[src/include/lvictl_regs.svh]
// register map, field positions and reset values of the supply monitor
`ifndef LVICTL_REGS_SVH
`define LVICTL_REGS_SVH

`define LVICTL_ADDR_W 16
`define LVICTL_STATUS_OFS 16'hFE0C
`define LVICTL_CONFIG_OFS 16'hFE10
`define LVICTL_EVENT_OFS 16'hFE14
`define LVICTL_MASK_OFS 16'hFE18

`define LVICTL_STATUS_FLAG_BIT 7
`define LVICTL_CFG_PWRDN_BIT 0
`define LVICTL_CFG_RSTDIS_BIT 1
`define LVICTL_CFG_STOPEN_BIT 2
`define LVICTL_CFG_TRIPHI_BIT 3
`define LVICTL_CFG_W 4
`define LVICTL_EV_W 3
`define LVICTL_EV_SET_BIT 0
`define LVICTL_EV_CLR_BIT 1
`define LVICTL_EV_RST_BIT 2

`define LVICTL_CFG_RESET 4'h0
`define LVICTL_STATUS_RESET 8'h00
`define LVICTL_MASK_RESET 3'h0

`define LVICTL_RESP_OKAY 2'h0
`define LVICTL_RESP_SLVERR 2'h2

`endif

[src/include/lvictl_pkg.sv]
// types shared by the supply monitor control logic
package lvictl_pkg;

    // configuration bits, msb first matches bit 3 down to bit 0
    typedef struct packed {
        logic trip_select_high;
        logic monitor_stop_enable;
        logic undervolt_reset_disable;
        logic monitor_power_down;
    } lvictl_cfg_type;

    // sticky event bits, msb first matches bit 2 down to bit 0
    typedef struct packed {
        logic lv_reset;
        logic flag_cleared;
        logic flag_set;
    } lvictl_event_type;

    // comparator results after synchronisation
    typedef struct packed {
        logic below_falling;
        logic above_rising;
    } lvictl_cmp_type;

    typedef enum logic [1:0] {
        LVICTL_RUN = 2'h0,
        LVICTL_HOLD = 2'h1
    } lvictl_state_type;

endpackage

[src/rtl/lvictl_top.sv]
// supply monitor control: hysteretic flag, low-voltage reset, axi4-lite registers
//
// Notes on behaviour
// monitor is enabled straight out of reset, no software needed
// monitor observes supply only while monitor power-down is clear
// reset-disable clear: supply below falling point forces system reset
// trip select 1 uses 5 V thresholds, 0 uses 3 V thresholds
// power-on reset returns trip select to 3 V; software reselects 5 V
// selecting 5 V while supply not above rising point enters reset at once
// low-voltage reset holds until supply rises above rising trip point
// comparator result drives the undervoltage flag in the status register
// low-voltage reset also pulls the external active-low reset pin low
// polled use: software keeps power-down 0, reset-disable 1, polls flag
// forced-reset use: software keeps power-down and reset-disable at 0
// status register: read-only flag in bit 7, other bits zero, writes ignored
// flag 0 above rising point, 1 below falling point, else unchanged
// any reset clears the undervoltage flag
// the monitor itself raises no interrupt request; here irq is raised by any unmasked sticky event
// enabled monitor stays active in wait mode; its reset ends wait mode
// monitor active in stop mode only with stop enable; its reset ends stop
// comparator outputs pass two flip-flops before use
`timescale 1ns/1ps
`include "lvictl_regs.svh"

module lvictl_top (
    // clock and reset
    input wire logic aclk,
    input wire logic aresetn,
    // axi4-lite write address
    input wire logic [`LVICTL_ADDR_W-1:0] s_awaddr,
    input wire logic [2:0] s_awprot,
    input wire logic s_awvalid,
    output logic s_awready,
    // axi4-lite write data
    input wire logic [31:0] s_wdata,
    input wire logic [3:0] s_wstrb,
    input wire logic s_wvalid,
    output logic s_wready,
    // axi4-lite write response
    output logic [1:0] s_bresp,
    output logic s_bvalid,
    input wire logic s_bready,
    // axi4-lite read address
    input wire logic [`LVICTL_ADDR_W-1:0] s_araddr,
    input wire logic [2:0] s_arprot,
    input wire logic s_arvalid,
    output logic s_arready,
    // axi4-lite read data
    output logic [31:0] s_rdata,
    output logic [1:0] s_rresp,
    output logic s_rvalid,
    input wire logic s_rready,
    // analog comparator, asynchronous
    input wire logic cmp_below_falling,
    input wire logic cmp_above_rising,
    output logic monitor_power_on,
    output logic trip_select_high,
    // low-power modes
    input wire logic wait_mode,
    input wire logic stop_mode,
    output logic wake_request,
    // system reset request and open-drain reset pin
    output logic lv_reset_request,
    input wire logic rst_pin_in,
    output logic rst_pin_out,
    output logic rst_pin_oe_n,
    // interrupt
    output logic irq
);

    lvictl_pkg::lvictl_cfg_type cfg_q;
    lvictl_pkg::lvictl_event_type event_q;
    lvictl_pkg::lvictl_event_type mask_q;
    lvictl_pkg::lvictl_event_type event_d;
    lvictl_pkg::lvictl_cmp_type cmp_meta_q;
    lvictl_pkg::lvictl_cmp_type cmp_q;
    lvictl_pkg::lvictl_state_type state_q;
    logic flag_q;
    logic mon_active;
    logic trip_raise;
    logic lv_trigger;
    logic [3:0] raise_dly_q;

    // axi slave state
    logic awready_q;
    logic wready_q;
    logic aw_hold_q;
    logic w_hold_q;
    logic [`LVICTL_ADDR_W-1:0] awaddr_q;
    logic [31:0] wdata_q;
    logic [3:0] wstrb_q;
    logic bvalid_q;
    logic [1:0] bresp_q;
    logic arready_q;
    logic rd_pend_q;
    logic [`LVICTL_ADDR_W-1:0] araddr_q;
    logic rvalid_q;
    logic [31:0] rdata_q;
    logic [1:0] rresp_q;
    logic do_write;
    logic do_read;
    logic wr_cfg;
    logic wr_mask;
    logic rd_event;

    // output flops
    logic mon_on_q;
    logic trip_hi_q;
    logic wake_q;
    logic lv_rst_q;
    logic pin_oe_n_q;
    logic irq_q;

    assign do_write = aw_hold_q && w_hold_q && !bvalid_q;
    assign do_read = rd_pend_q && !rvalid_q;
    assign wr_cfg = do_write && (awaddr_q == `LVICTL_CONFIG_OFS) && wstrb_q[0];
    assign wr_mask = do_write && (awaddr_q == `LVICTL_MASK_OFS) && wstrb_q[0];
    assign rd_event = do_read && (araddr_q == `LVICTL_EVENT_OFS);

    // comparator synchroniser
    always_ff @(posedge aclk) begin
        if (!aresetn) begin
            cmp_meta_q <= '0;
            cmp_q <= '0;
        end else begin
            cmp_meta_q <= {cmp_below_falling, cmp_above_rising};
            cmp_q <= cmp_meta_q;
        end
    end

    // monitor sees the supply unless powered down or stopped without stop enable
    assign mon_active = !cfg_q.monitor_power_down
        && (!stop_mode || cfg_q.monitor_stop_enable);

    // configuration register
    always_ff @(posedge aclk) begin
        if (!aresetn) begin
            cfg_q <= `LVICTL_CFG_RESET;
        end else if (wr_cfg) begin
            cfg_q <= wdata_q[`LVICTL_CFG_W-1:0];
        end
    end

    // 5 V chosen while supply not above its rising point
    assign trip_raise = wr_cfg && wdata_q[`LVICTL_CFG_TRIPHI_BIT]
        && !cfg_q.trip_select_high;
    assign lv_trigger = (mon_active && !cfg_q.undervolt_reset_disable
        && cmp_q.below_falling)
        || (trip_raise && !wdata_q[`LVICTL_CFG_RSTDIS_BIT]
        && !wdata_q[`LVICTL_CFG_PWRDN_BIT] && !cmp_q.above_rising)
        || (raise_dly_q[3] && mon_active && cfg_q.trip_select_high
        && !cfg_q.undervolt_reset_disable && !cmp_q.above_rising);

    // second look once the comparator and synchroniser run on the 5 V points
    always_ff @(posedge aclk) begin
        if (!aresetn) begin
            raise_dly_q <= '0;
        end else begin
            raise_dly_q <= {raise_dly_q[2:0], trip_raise};
        end
    end

    // hysteretic undervoltage flag
    always_ff @(posedge aclk) begin
        if (!aresetn) begin
            flag_q <= 1'b0;
        end else if (mon_active) begin
            if (cmp_q.below_falling) begin
                flag_q <= 1'b1;
            end else if (cmp_q.above_rising) begin
                flag_q <= 1'b0;
            end
        end
    end

    // low-voltage reset hold
    always_ff @(posedge aclk) begin
        if (!aresetn) begin
            state_q <= lvictl_pkg::LVICTL_RUN;
        end else begin
            case (state_q)
                lvictl_pkg::LVICTL_RUN: begin
                    if (lv_trigger) begin
                        state_q <= lvictl_pkg::LVICTL_HOLD;
                    end
                end
                lvictl_pkg::LVICTL_HOLD: begin
                    if (cmp_q.above_rising && !cmp_q.below_falling) begin
                        state_q <= lvictl_pkg::LVICTL_RUN;
                    end
                end
                default: begin
                    state_q <= lvictl_pkg::LVICTL_RUN;
                end
            endcase
        end
    end

    // outputs to the analog side, reset controller and pin
    always_ff @(posedge aclk) begin
        if (!aresetn) begin
            mon_on_q <= 1'b0;
            trip_hi_q <= 1'b0;
            lv_rst_q <= 1'b0;
            pin_oe_n_q <= 1'b1;
            wake_q <= 1'b0;
        end else begin
            mon_on_q <= mon_active;
            trip_hi_q <= cfg_q.trip_select_high;
            lv_rst_q <= (state_q == lvictl_pkg::LVICTL_HOLD);
            pin_oe_n_q <= !lv_rst_q;
            wake_q <= (state_q == lvictl_pkg::LVICTL_HOLD) && !lv_rst_q
                && (wait_mode || stop_mode);
        end
    end

    // sticky events, a set in the clearing read wins
    always_comb begin
        event_d = event_q;
        if (rd_event) begin
            event_d = '0;
        end
        if (mon_active && cmp_q.below_falling && !flag_q) begin
            event_d.flag_set = 1'b1;
        end
        if (mon_active && cmp_q.above_rising && !cmp_q.below_falling && flag_q) begin
            event_d.flag_cleared = 1'b1;
        end
        if (state_q == lvictl_pkg::LVICTL_RUN && lv_trigger) begin
            event_d.lv_reset = 1'b1;
        end
    end

    always_ff @(posedge aclk) begin
        if (!aresetn) begin
            event_q <= '0;
        end else begin
            event_q <= event_d;
        end
    end

    always_ff @(posedge aclk) begin
        if (!aresetn) begin
            mask_q <= `LVICTL_MASK_RESET;
        end else if (wr_mask) begin
            mask_q <= wdata_q[`LVICTL_EV_W-1:0];
        end
    end

    // system interrupt only; masked off after reset
    always_ff @(posedge aclk) begin
        if (!aresetn) begin
            irq_q <= 1'b0;
        end else begin
            irq_q <= |(event_q & mask_q);
        end
    end

    // write address and data, taken in either order
    always_ff @(posedge aclk) begin
        if (!aresetn) begin
            awready_q <= 1'b0;
            aw_hold_q <= 1'b0;
            awaddr_q <= '0;
        end else if (s_awvalid && awready_q) begin
            awready_q <= 1'b0;
            aw_hold_q <= 1'b1;
            awaddr_q <= s_awaddr;
        end else if (do_write) begin
            aw_hold_q <= 1'b0;
        end else if (!aw_hold_q && !bvalid_q) begin
            awready_q <= 1'b1;
        end
    end

    always_ff @(posedge aclk) begin
        if (!aresetn) begin
            wready_q <= 1'b0;
            w_hold_q <= 1'b0;
            wdata_q <= '0;
            wstrb_q <= '0;
        end else if (s_wvalid && wready_q) begin
            wready_q <= 1'b0;
            w_hold_q <= 1'b1;
            wdata_q <= s_wdata;
            wstrb_q <= s_wstrb;
        end else if (do_write) begin
            w_hold_q <= 1'b0;
        end else if (!w_hold_q && !bvalid_q) begin
            wready_q <= 1'b1;
        end
    end

    // write response; status writes are accepted and ignored
    always_ff @(posedge aclk) begin
        if (!aresetn) begin
            bvalid_q <= 1'b0;
            bresp_q <= `LVICTL_RESP_OKAY;
        end else if (do_write) begin
            bvalid_q <= 1'b1;
            if (awaddr_q == `LVICTL_STATUS_OFS) begin
                bresp_q <= `LVICTL_RESP_OKAY;
            end else if (awaddr_q == `LVICTL_CONFIG_OFS) begin
                bresp_q <= `LVICTL_RESP_OKAY;
            end else if (awaddr_q == `LVICTL_EVENT_OFS) begin
                bresp_q <= `LVICTL_RESP_OKAY;
            end else if (awaddr_q == `LVICTL_MASK_OFS) begin
                bresp_q <= `LVICTL_RESP_OKAY;
            end else begin
                bresp_q <= `LVICTL_RESP_SLVERR;
            end
        end else if (bvalid_q && s_bready) begin
            bvalid_q <= 1'b0;
        end
    end

    // read address
    always_ff @(posedge aclk) begin
        if (!aresetn) begin
            arready_q <= 1'b0;
            rd_pend_q <= 1'b0;
            araddr_q <= '0;
        end else if (s_arvalid && arready_q) begin
            arready_q <= 1'b0;
            rd_pend_q <= 1'b1;
            araddr_q <= s_araddr;
        end else if (do_read) begin
            rd_pend_q <= 1'b0;
        end else if (!rd_pend_q && !rvalid_q) begin
            arready_q <= 1'b1;
        end
    end

    // read data
    always_ff @(posedge aclk) begin
        if (!aresetn) begin
            rvalid_q <= 1'b0;
            rdata_q <= '0;
            rresp_q <= `LVICTL_RESP_OKAY;
        end else if (do_read) begin
            rvalid_q <= 1'b1;
            rresp_q <= `LVICTL_RESP_OKAY;
            rdata_q <= '0;
            if (araddr_q == `LVICTL_STATUS_OFS) begin
                rdata_q[`LVICTL_STATUS_FLAG_BIT] <= flag_q;
            end else if (araddr_q == `LVICTL_CONFIG_OFS) begin
                rdata_q[`LVICTL_CFG_W-1:0] <= cfg_q;
            end else if (araddr_q == `LVICTL_EVENT_OFS) begin
                rdata_q[`LVICTL_EV_W-1:0] <= event_q;
            end else if (araddr_q == `LVICTL_MASK_OFS) begin
                rdata_q[`LVICTL_EV_W-1:0] <= mask_q;
            end else begin
                rresp_q <= `LVICTL_RESP_SLVERR;
            end
        end else if (rvalid_q && s_rready) begin
            rvalid_q <= 1'b0;
        end
    end

    assign s_awready = awready_q;
    assign s_wready = wready_q;
    assign s_bvalid = bvalid_q;
    assign s_bresp = bresp_q;
    assign s_arready = arready_q;
    assign s_rvalid = rvalid_q;
    assign s_rdata = rdata_q;
    assign s_rresp = rresp_q;
    assign monitor_power_on = mon_on_q;
    assign trip_select_high = trip_hi_q;
    assign wake_request = wake_q;
    assign lv_reset_request = lv_rst_q;
    assign rst_pin_out = 1'b0;
    assign rst_pin_oe_n = pin_oe_n_q;
    assign irq = irq_q;
endmodule

[config.mk]
export PLATFORM = sky130hd
export DESIGN_NAME = lvictl_top
export DESIGN_NICKNAME = d
export VERILOG_FILES = /design/src/include/lvictl_pkg.sv /design/src/rtl/lvictl_top.sv
export VERILOG_INCLUDE_DIRS = /design/src /design/src/include
export SDC_FILE = /design/constraint.sdc
export NUM_CORES = 1
export LEC_CHECK = 0
export BUFFER_PORTS_ARGS = -buffer_cell sky130_fd_sc_hd__buf_2
export CAP_MARGIN = 20
export CORE_MARGIN = 5
export CORE_UTILIZATION = 45
export DETAILED_ROUTE_END_ITERATION = 16
export PLACE_DENSITY_LB_ADDON = 0.25
export SKIP_LAST_GASP = 1
export SYNTH_ARGS = -nofsm -noshare
export SYNTH_HDL_FRONTEND = slang
export SYNTH_SLANG_ARGS = --single-unit
[constraint.sdc]
create_clock -name aclk -period 4.3 [get_ports aclk]
set_input_delay 1.075 -clock aclk [delete_from_list [all_inputs] [get_ports aclk]]
set_output_delay 1.075 -clock aclk [all_outputs]
set_load 0.1 [all_outputs]
# Yosys cells after proc, flatten, opt, wreduce, memory -nomap -nowiden

Index checks and enable logic that the tools add are counted.
Widths: inputs -> output; s select.

Bits in registers: 81
Bits in latches: 0
Memory bits (writable): 0
ROM bits: 0
Memories: 0

Add/subtract/negate cells: 0
$mul: 0
Div/mod/pow operators: 0
Magnitude comparators: 0
Equal/unequal tests: 11
Shift-type cells: 0
Multiplexer cells: 32
Bitwise logic cells: 4
Reductions and logical operators: 75

Operators with widths:

| cell                 | count |
|---|---|
| $eq 16x16->1 const B | 8 |
| $logic_and 1x1->1    | 37 |
| $mux 2               | 10 |
| $reduce_bool 2->1    | 9 |
| $mux 1               | 16 |
| $logic_not 1->1      | 15 |
| $mux 3               | 4 |
| $reduce_and 2->1     | 5 |
| $reduce_or 2->1      | 3 |
| $logic_or 1x1->1     | 4 |
| $mux 4               | 1 |
| $ne 2x2->1 const B   | 2 |
| $pmux 2 s2           | 1 |
| $and 3x3->3          | 1 |
| $not 1->1            | 3 |
| $reduce_or 3->1      | 1 |
| $eq 2x1->1 const B   | 1 |
| $logic_not 2->1      | 1 |

# Longest topological paths before layout

Gate-level depths: netlist of the first run.

Word-level depth: 13
Gate-level depth with buffers: 5
Gate-level depth less buffers: 4

# Worst setup path before layout of the first run

Ideal clock, no wire load.

Kind: input -> register
From: in aresetn
To: reg event_q[2] (netlist bit)
Data arrival time: 2.100 ns
Slack: 2.140 ns
Stages on the path: 5
Path buffers: 1
Cell sequence: buf_2 > inv_1 > a211oi_1 > nor4b_1 > a221o_1

RTL lines:

| item                   | RTL line          | RTL |
|---|---|---|
| start: declaration     | lvictl_top.sv:28  | `input wire logic aresetn,` |
| end signal: assignment | lvictl_top.sv:238 | `event_q <= event_d;` |
| end: declaration       | lvictl_top.sv:72  | `lvictl_pkg::lvictl_event_type event_q;` |

==> parameters.txt, run 1 <==
Parameter                              Value

Status
  Run status ... finished clean

Layout
  Fraction of layout cells with a size suffix above 1 ... 18.8%
  Fillers ... 743
  Final design instance area without fill ... 3720 sq um
  Diodes inserted ... 0
  Most common cell after layout, fill and taps aside ... nand2_1
  Commonest cells after routing, fill and taps aside ... nand2_1, dfxtp_1, buf_2
  Growth of design area from synthesis to finish ... 14.3%
  Final standard cell count with taps included and fillers excluded ... 556
  Nets@finish ... 538

Routing
  DRC errors left ... 0
  DR iter-0 viols ... 113
  Average detailed-routed wire length per instance ... 12.2 um
  DR pass1 iterations ... 6
  Sum of routed wire length over all layers ... 6.77 mm
  Overall via count from detail_route ... 2,698
  Number of vias per cell ... 4.85
  Count of antenna-violating nets left after detailed routing ... 0

Synthesis
  Share of synthesized area occupied by flip-flops and latches ... 47.9%
  Post-Syn Area per Cell ... 8.25 sq um
  Count of mapped cells out of synthesis ... 395
  Synth Warn # ... 0
  Fraction of synthesized cell area taken by the top area cell type ... 47.9%
  Cell types occupying the most area after synthesis ... dfxtp_1, nand2_1, a21oi_1
  Number of library cell types mapped by synthesis ... 46
  Netlist area before placement ... 3260 sq um
  Cell type contributing the most total cell area after synthesis ... dfxtp_1
  Number of synthesized flops with an enable pin ... 0
  Total of flip-flops plus latches after synthesis ... 78
  Predominant post-synthesis flop cell ... dfxtp_1
  Post-synth ARST share ... 0%

Clock tree
  Max Buffers Root-to-Sink ... 2
  Root Buffer ... clkbuf_8
  Setup repair bufs after CTS ... 0
  Number of sinks handled by clock tree synthesis ... 78
  Clock tree from TritonCTS ... done
  TritonCTS Buffers ... 9
  Hold-fix buffers, CTS ... 0
  Clock transition time at the flip-flop clock pins of the worst setup and hold paths ... 80 ps
  Number of levels in the clock H-tree ... 3
  Gates resized, CTS repair ... 0
  Clock latency on the worst-skew pair ... 350 ps

Min path
  Hold/Removal Path Class ... flip-flop to flip-flop

Placement
  HPWL Detailed ... 4.95 mm
  Final estimated routing congestion in global placement ... 0.792
  Placed instance area ... 3520 sq um
  Total of buffers placed on input and output ports ... 65
  DP Cell Count ... 540

Floorplan
  I/O pin total ... 134
  Die Y ... 95.1 um
  Area of the die ... 9040 sq um
  Standard-cell row count ... 31
  Die X ... 95.1 um
  Placeable Area ... 7140 sq um
  Initial standard-cell utilization of the core ... 45.7%

STA
  Endpoints failing setup ... 0
  Max-Slew Margin vs Limit ... 37.6%
  Unrepaired setup endpoints after global routing ... false
  Max-slew violations ... 0
  Highest Clock Rate ... 378 MHz
  Fin crit share ... 61.6%
  Worst-Margin Slew ... 935 ps
  Shortest period the worst path allows ... 2650 ps
  Total negative slack ... 0 ps
  Number of hold violations in the final report ... 0
  Layout Skew ... 13.2 ps

Power
  Int Power ... 0.00109 W
  Switching fraction of total power ... 32.0%
  Clk network pwr share ... 34.8%
  P per Cell Area ... 428 nW/um^2
  Reg power frac ... 48.5%
  Leakage power summed over all cells ... 1.49 nW
  Maximum resistive drop on vdd ... 0.000201 V
  Share of power burned in combinational logic ... 16.7%
  Psw ... 0.000510 W

Critical path
  Crit path required time ... 4590 ps
  Category of the critical setup timing path ... input port to flip-flop
  Category of the worst setup path launch point ... input port
  Endpoint arrival time on the critical path ... 2940 ps
  CP max FO ... 30
  Crit. End Element ... flip-flop

GRT
  Global-route wire length before repair ... 11.1 mm
  Initial antenna violation count ... 0
  Vias in the first global route ... 2,414
  Largest net degree at the start of global routing ... 31
  Combined global-route utilization of all metal layers ... 15.7%
  GRT Residual Overflow ... 0

Run
  Max-cap violations ... 0
-- cell families (layout without fill, tap and decap cells) --
family	after synthesis	in the layout	synth area share (%)
and+or+nand+nor	165	165	25.3
AOI/OAI and AO/OA	87	87	15.2
DFF	78	78	47.9
buffers and inverters	62	95	10.9
xor gates and xnor gates	2	2	0.538
other	1	30	0.115
-- final timing paths --
kind,start,end,slack [ps],cells past startpoint
min reg2reg,lv_reset_request$_SDFF_PN0_,rst_pin_oe_n$_SDFF_PN1_,400,1
max,aresetn,event_q[2]$_SDFFE_PN0P_,1650,5
max reg2reg,s_rvalid$_SDFFE_PN0P_,s_rdata[3]$_SDFFE_PN0P_,2380,4
min,lv_reset_request$_SDFF_PN0_,rst_pin_oe_n$_SDFF_PN1_,400,1
-- per-stage QoR --
| stage | setup slack [ps] | power, W | util (%) | hold WS (ps) |
|---|---|---|---|---|
| global placement | 1250 | 0.00105 | 49.3 | 378 |
| CTS | 1640 | 0.00162 | 52.2 | 404 |
| global route | 1490 | 0.00167 | 52.2 | 420 |
| finish | 1650 | 0.00160 | 52.2 | 399 |
| detailed placement | 1260 | 0.00106 | 49.3 | 385 |
| floorplan | 2140 | 0.00103 | - | 412 |
-- final cells by class --
| type | count | area (sq um) | area share [%] |
|---|---|---|---|
| well taps | 99 | 124 | 3.33 |
| flip-flops and latches | 78 | 1560 | 41.9 |
| clock inverters | 6 | 68.8 | 1.85 |
| inverters | 13 | 48.8 | 1.31 |
| repair buffers | 66 | 333 | 8.94 |
| multi-input cells | 284 | 1450 | 39.0 |
| clock buffers | 10 | 138 | 3.69 |
-- cell usage after synthesis, types with 3 or more instances --
cell / n
inv_1: 13
nor2_1: 12
and2_1: 10
nor2b_1: 6
nand2b_1: 6
o41ai_1: 3
nand2_1: 81
a211oi_1: 5
dfxtp_1: 78
o211ai_1: 3
o21ai_0: 7
nor3_1: 8
o21ai_1: 3
nor4_1: 3
buf_4: 30
nand3_1: 19
clkbuf_1: 15
nand4_1: 4
a21oi_1: 58
-- registers in the layout (all words and copies together) (netlist names), 3 cells and up --
register	flops
wdata_q	4
raise_dly_q	4
awaddr_q	16
mask_q	3
s_rdata	5
cfg_q	4
araddr_q	16
event_q	3
-- metal layers --
metal | part of all wire [%] | GRT usage [%] | wire length [um]
met1 | 46 | 20.6 | 3100
met4 | 1.4 | 6.61 | 95
met3 | 7.8 | 4.97 | 525
met5 | 0 | 0 | 0
met2 | 45 | 23.7 | 3050
-- power by group through the flow --
stage / combinational [W] / sequential [W] / clock [W]
2_1_floorplan: 0.000209 / 0.000824 / 0
3_5_place_dp: 0.000267 / 0.000791 / 0
6_report: 0.000266 / 0.000774 / 0.000556
4_1_cts: 0.000267 / 0.000774 / 0.000576
3_3_place_gp: 0.000264 / 0.000790 / 0
5_1_grt: 0.000284 / 0.000780 / 0.000607
-- critical path: stages --
cell      delay, ps
buf_2           250
inv_1           460
a211oi_1        610
nor4b_1         380
a221o_1         160
(Power assumes the default switching activity.)
==> run 2, diff against run 1 <==
Clock period 4.3 ns to 2.6 ns, I/O delays scaled along.
==> run 2 against run 1 <==
Sequential cell count is the same. Combinational power is 65% higher. Design area up 0.60%. Die area stayed put. Critical endpoint is now s_wready. Largest cell class unchanged. Highest routed layer unchanged.
==> parameters.txt, run 2 (same netlist as run 1, synthesis figures left out) <==
Parameter                              Value

Critical path
  Worst reg-to-reg setup slack ... 680 ps (-1700 ps)
  Endpoint arrival time on the critical path ... 1300 ps (-1640 ps)
  Worst Setup EP ... s_wready
  Total stage count of the critical path ... 1 (-4)
  Category of the critical setup timing path ... flip-flop to primary output
  Slowest cell on the critical path ... buf_2
  Crit. End Element ... primary output
  Launching point of the worst reg2reg path ... s_rvalid$_SDFFE_PN0P_
  Category of the worst setup path launch point ... flip-flop
  Worst Reg-to-Reg Cells ... 4 (unchanged)
  Largest delay share family, worst path ... buffers and inverters
  Delay of the slowest cell on the worst path ... 480 ps (-130 ps)
  CP max FO ... 9 (-70%)
  Count of buffering cells on the critical path with inverters included ... 1 (-1)
  Critical-path cell list ... buf_2
  Crit Reg-Reg Endpoint ... s_rdata[3]$_SDFFE_PN0P_
  Crit path required time ... 1950 ps (-2640 ps)
  Worst Setup SP ... s_wready$_SDFFE_PP0P_

Power
  Switching fraction of total power ... 29.8% (-2.2 points)
  Reg power frac ... 47.2% (-1.3 points)
  Share of power burned in combinational logic ... 16.2% (-0.5 points)
  P per Cell Area ... 725 nW/um^2 (+69%)
  Clk network pwr share ... 36.6% (+1.8 points)
  Psw ... 0.000809 W (+59%)
  Maximum resistive drop on vdd ... 0.000315 V (+57%)
  Leakage power summed over all cells ... 1.51 nW (+1.1%)
  Int Power ... 0.00191 W (+76%)

STA
  Worst-Margin Slew ... 603 ps (-332 ps)
  Shortest period the worst path allows ... 1950 ps
  Total negative slack ... 0 ps (unchanged)
  Unrepaired setup endpoints after global routing ... false
  Max-slew violations ... 0 (unchanged)
  Hold slack final ... 399 ps (-0.807 ps)
  Endpoints failing setup ... 0 (unchanged)
  Layout Skew ... 12.8 ps (-0.371 ps)
  Number of hold violations in the final report ... 0 (unchanged)
  Highest Clock Rate ... 513 MHz
  Max-Slew Margin vs Limit ... 59.8% (+22 points)
  Fin crit share ... 74.9%

Clock tree
  Number of levels in the clock H-tree ... 3 (unchanged)
  Clock latency on the worst-skew pair ... 340 ps (about the same)
  Clock transition time at the flip-flop clock pins of the worst setup and hold paths ... 80 ps (about the same)
  Hold-fix buffers, CTS ... 0 (unchanged)
  Max Buffers Root-to-Sink ... 2 (unchanged)
  Gates resized, CTS repair ... 0 (unchanged)
  TritonCTS Buffers ... 9 (unchanged)
  Setup repair bufs after CTS ... 0 (unchanged)
  Clock tree from TritonCTS ... done
  Root Buffer ... clkbuf_8
  Number of sinks handled by clock tree synthesis ... 78 (unchanged)

Routing
  Average detailed-routed wire length per instance ... 12.0 um (-1.2%)
  Count of antenna-violating nets left after detailed routing ... 0 (unchanged)
  Overall via count from detail_route ... 2,683 (-0.56%)
  DR pass1 iterations ... 4 (-2)
  Number of vias per cell ... 4.83 (-0.56%)
  DR iter-0 viols ... 66 (-42%)
  DRC errors left ... 0 (unchanged)
  Sum of routed wire length over all layers ... 6.69 mm (-1.2%)

GRT
  Combined global-route utilization of all metal layers ... 15.5% (-0.22 points)
  GRT Residual Overflow ... 0 (unchanged)
  Largest net degree at the start of global routing ... 59 (+90%)
  Vias in the first global route ... 2,506 (+3.8%)
  Global-route wire length before repair ... 11.0 mm (-0.94%)
  Initial antenna violation count ... 0 (unchanged)

Min path
  Hold/Removal Path Class ... flip-flop to flip-flop

Layout
  Diodes inserted ... 0 (unchanged)
  Most common cell after layout, fill and taps aside ... nand2_1
  Fillers ... 703 (-5.4%)
  Nets@finish ... 539 (+0.19%)
  Growth of design area from synthesis to finish ... 15.0%
  Commonest cells after routing, fill and taps aside ... nand2_1, dfxtp_1, buf_2
  Fraction of layout cells with a size suffix above 1 ... 18.8% (unchanged)

Floorplan
  Die X ... 95.1 um (unchanged)
  Standard-cell row count ... 31 (unchanged)
  Placeable Area ... 7140 sq um (unchanged)
  I/O pin total ... 134 (unchanged)
  Area of the die ... 9040 sq um (unchanged)
  Die Y ... 95.1 um (unchanged)
  Initial standard-cell utilization of the core ... 45.7% (unchanged)

Placement
  Final estimated routing congestion in global placement ... 0.789 (-0.39%)
  Total of buffers placed on input and output ports ... 65 (unchanged)
  HPWL Detailed ... 4.86 mm (-1.8%)

Status
  Run status ... finished clean

Run
  Max-cap violations ... 0 (unchanged)
[run 2: per-stage QoR]
stage / std cells / util (%) / power (W) / cell area, sq um / setup slack (ps)
after global placement: 541 / 49.4 / 0.00174 / 3530 / 719
after CTS: 556 / 52.5 / 0.00275 / 3750 / 631
after floorplan: 424 / - / 0.00171 / 3370 / 556
after global routing: 556 / 52.5 / 0.00284 / 3750 / 551
after detailed placement: 541 / 49.4 / 0.00175 / 3530 / 702
final: 556 / 52.5 / 0.00272 / 3750 / 652
[run 2: worst min-delay path by stage]
| stage | startpoint | to | slack (ps) | depth (start not counted) |
|---|---|---|---|---|
| floorplan | cmp_meta_q[0]$_SDFF_PN0_ | cmp_q[0]$_SDFF_PN0_ | 410 | 1 |
| global placement | lv_reset_request$_SDFF_PN0_ | rst_pin_oe_n$_SDFF_PN1_ | 380 | 1 |
| detailed placement | lv_reset_request$_SDFF_PN0_ | rst_pin_oe_n$_SDFF_PN1_ | 380 | 1 |
| CTS | lv_reset_request$_SDFF_PN0_ | rst_pin_oe_n$_SDFF_PN1_ | 400 | 1 |
| global route | lv_reset_request$_SDFF_PN0_ | rst_pin_oe_n$_SDFF_PN1_ | 430 | 1 |
| finish | lv_reset_request$_SDFF_PN0_ | rst_pin_oe_n$_SDFF_PN1_ | 400 | 1 |
[run 2: area by class of cell]
| cell class | instances | area (sq um) | share of cell area [%] |
|---|---|---|---|
| clock buffers | 11 | 151 | 4.04 |
| clock inverters | 4 | 70.1 | 1.87 |
| inverters | 13 | 48.8 | 1.30 |
| multi-input cells | 284 | 1450 | 38.7 |
| flip-flops and latches | 78 | 1560 | 41.7 |
| well taps | 99 | 124 | 3.31 |
| repair buffers | 67 | 340 | 9.08 |
[run 2: layer usage]
layer / vias up / wire length (um) / GRT usage [%]
met1: 1200 / 3150 / 19.3
li1: 1398 / - / -
met5: - / 0 / 0
met4: 0 / 104 / 6.49
met3: 12 / 432 / 4.18
met2: 73 / 3010 / 25.1
[run 2: power groups by stage]
stage | logic (W) | clock network, W | registers [W]
after floorplan | 0.000346 | 0 | 0.00136
after detailed placement | 0.000441 | 0 | 0.00131
after global placement | 0.000438 | 0 | 0.00131
after global routing | 0.000469 | 0.00108 | 0.00129
final | 0.000440 | 0.000995 | 0.00128
after CTS | 0.000441 | 0.00102 | 0.00128
==> run 3, diff against run 2 <==
Clock period 2.6 ns to 1.9 ns, I/O delays scaled along.
==> run 3 against run 2 <==
Highest routed layer unchanged. Largest power group unchanged. First-iteration DRC count increased by 120%. Combinational power increased by 39%. Clock-buffer cell count unchanged. Critical path depth increased by 3. Routed wire length increased by 3.8%. Die area unchanged.
==> parameters.txt, run 3 (same netlist as run 1, synthesis figures left out) <==
Parameter                              Value

Status
  Run status ... finished clean

Critical path
  Count of buffering cells on the critical path with inverters included ... 0 (-1)
  CP max FO ... 9 (unchanged)
  Crit path required time ... 2130 ps (+180 ps)
  Launching point of the worst reg2reg path ... awaddr_q[6]$_SDFFE_PN0P_
  Worst Setup SP ... awaddr_q[6]$_SDFFE_PN0P_
  Critical-path cell list ... or4b_4 > or3_1 > o21ai_0 > a21oi_1
  Category of the worst setup path launch point ... flip-flop
  Delay of the slowest cell on the worst path ... 560 ps (+80 ps)
  Crit. End Element ... flip-flop
  Largest delay share family, worst path ... simple AND/OR/NAND/NOR gates
  Endpoint arrival time on the critical path ... 2010 ps (+710 ps)
  Slowest cell on the critical path ... or4b_4
  Category of the critical setup timing path ... flip-flop to flip-flop
  Worst reg-to-reg setup slack ... 120 ps (-560 ps)

Layout
  Most common cell after layout, fill and taps aside ... nand2_1
  Fillers ... 739 (+5.1%)
  Diodes inserted ... 0 (unchanged)
  Sequential standard cell area ... 1570 sq um (+0.32%)
  Growth of design area from synthesis to finish ... 15.2%
  Area of combinational cells with multiple inputs ... 1450 sq um (unchanged)
  Fraction of layout cells with a size suffix above 1 ... 20.3% (+1.5 points)
  Commonest cells after routing, fill and taps aside ... nand2_1, dfxtp_1, buf_2
  Nets@finish ... 545 (+1.1%)

STA
  Unrepaired setup endpoints after global routing ... false
  Shortest period the worst path allows ... 1780 ps
  Max-slew violations ... 0 (unchanged)
  Fin crit share ... 93.8%
  Hold slack final ... 313 ps (-86.1 ps)
  Total negative slack ... 0 ps (unchanged)
  Layout Skew ... 16.6 ps (+3.82 ps)
  Endpoints failing setup ... 0 (unchanged)
  Max-Slew Margin vs Limit ... 63.6% (+3.7 points)
  Number of hold violations in the final report ... 0 (unchanged)
  Highest Clock Rate ... 561 MHz
  Worst-Margin Slew ... 545 ps (-57.2 ps)

Floorplan
  Standard-cell row count ... 31 (unchanged)
  Area of the die ... 9040 sq um (unchanged)
  Die X ... 95.1 um (unchanged)
  Initial standard-cell utilization of the core ... 45.7% (unchanged)
  Placeable Area ... 7140 sq um (unchanged)
  Die Y ... 95.1 um (unchanged)
  I/O pin total ... 134 (unchanged)

Power
  Reg power frac ... 49.5% (+2.3 points)
  Switching fraction of total power ... 31.7% (+2.0 points)
  Psw ... 0.00112 W (+39%)
  Leakage power summed over all cells ... 1.52 nW (+0.56%)
  Maximum resistive drop on vdd ... 0.000378 V (+20%)
  Share of power burned in combinational logic ... 17.3% (+1.1 points)
  P per Cell Area ... 942 nW/um^2 (+30%)
  Clk network pwr share ... 33.2% (-3.4 points)
  Int Power ... 0.00241 W (+27%)

Routing
  Number of vias per cell ... 4.90 (+1.6%)
  Overall via count from detail_route ... 2,755 (+2.7%)
  Count of antenna-violating nets left after detailed routing ... 0 (unchanged)
  DR pass1 iterations ... 4 (unchanged)
  DR iter-0 viols ... 142 (+120%)
  Sum of routed wire length over all layers ... 6.95 mm (+3.8%)
  Average detailed-routed wire length per instance ... 12.4 um (+2.7%)
  DRC errors left ... 0 (unchanged)

GRT
  Met2 routing resource usage after global routing ... 25.0% (-0.12 points)
  Met3 track demand over resource in global routing ... 3.63% (-0.55 points)
  Global-route wire length before repair ... 11.2 mm (+1.8%)
  Busiest grt layer ... met2
  Vias in the first global route ... 2,542 (+1.4%)
  Largest net degree at the start of global routing ... 36 (-39%)
  Met1 demand-to-capacity share in global routing ... 19.8% (+0.47 points)
  Initial antenna violation count ... 0 (unchanged)
  Combined global-route utilization of all metal layers ... 15.8% (+0.34 points)
  GRT Residual Overflow ... 0 (unchanged)

Clock tree
  Hold-fix buffers, CTS ... 0 (unchanged)
  TritonCTS Buffers ... 9 (unchanged)
  Max Buffers Root-to-Sink ... 2 (unchanged)
  Number of sinks handled by clock tree synthesis ... 78 (unchanged)
  Clock tree from TritonCTS ... done
  Setup repair bufs after CTS ... 0 (unchanged)
  Clock transition time at the flip-flop clock pins of the worst setup and hold paths ... 70 ps (about the same)
  Clock latency on the worst-skew pair ... 360 ps (+20 ps)
  Root Buffer ... clkbuf_8
  Number of levels in the clock H-tree ... 3 (unchanged)
  Gates resized, CTS repair ... 0 (unchanged)

Placement
  Final estimated routing congestion in global placement ... 0.797 (+1.1%)
  Total of buffers placed on input and output ports ... 65 (unchanged)
  HPWL Detailed ... 5.04 mm (+3.8%)

Run
  Max-cap violations ... 0 (unchanged)

Min path
  Hold/Removal Path Class ... input port to flip-flop
  Start point of the worst min-delay path ... s_rready
-- run 3: changes by cell type in the layout (fill, tap and decap cells not counted), sizes merged --
| cell | change |
|---|---|
| clkinv | +1 |
| buf | +6 |
| bufinv | -1 |
-- run 3: metrics by stage --
| step | utilization [%] | setup WS (ps) | cells | total power (W) | area (sq um) |
|---|---|---|---|---|---|
| floorplan | - | 107 | 424 | 0.00234 | 3370 |
| global placement | 50.1 | 144 | 547 | 0.00239 | 3580 |
| global route | 52.6 | 12.7 | 562 | 0.00369 | 3760 |
| CTS | 52.6 | 108 | 562 | 0.00357 | 3760 |
| finish | 52.6 | 118 | 562 | 0.00354 | 3760 |
| detailed placement | 50.1 | 129 | 547 | 0.00240 | 3580 |
-- run 3: power groups by stage --
stage / clock, W / sequential [W] / combinational [W]
2_1_floorplan: 0 / 0.00187 / 0.000473
3_3_place_gp: 0 / 0.00179 / 0.000606
3_5_place_dp: 0 / 0.00179 / 0.000613
4_1_cts: 0.00121 / 0.00175 / 0.000614
5_1_grt: 0.00127 / 0.00176 / 0.000653
6_report: 0.00117 / 0.00175 / 0.000612
-- run 3: path summary, 6_finish.rpt --
check / depth (start not counted) / to
setup / recovery: 4 / cfg_q[0]$_SDFFE_PN0N_
hold / removal: 2 / s_rvalid$_SDFFE_PN0P_
setup reg to reg: 4 / cfg_q[0]$_SDFFE_PN0N_
hold reg to reg: 1 / rst_pin_oe_n$_SDFF_PN1_
-- run 3: layout make-up --
cell class,instances,share of cell area (%)
Multi-Input combinational cell,284,38.6
Clock inverter,4,1.30
Tap cell,99,3.30
Sequential cell,78,41.7
Clock buffer,11,3.50
Timing Repair Buffer,73,10.3
Inverter,13,1.30
-- run 3: per-layer routing --
metal	up-vias	part of all wire, %
li1	1409	-
met1	1245	45
met2	82	45
met3	19	6.8
met4	0	2.9
met5	-	0
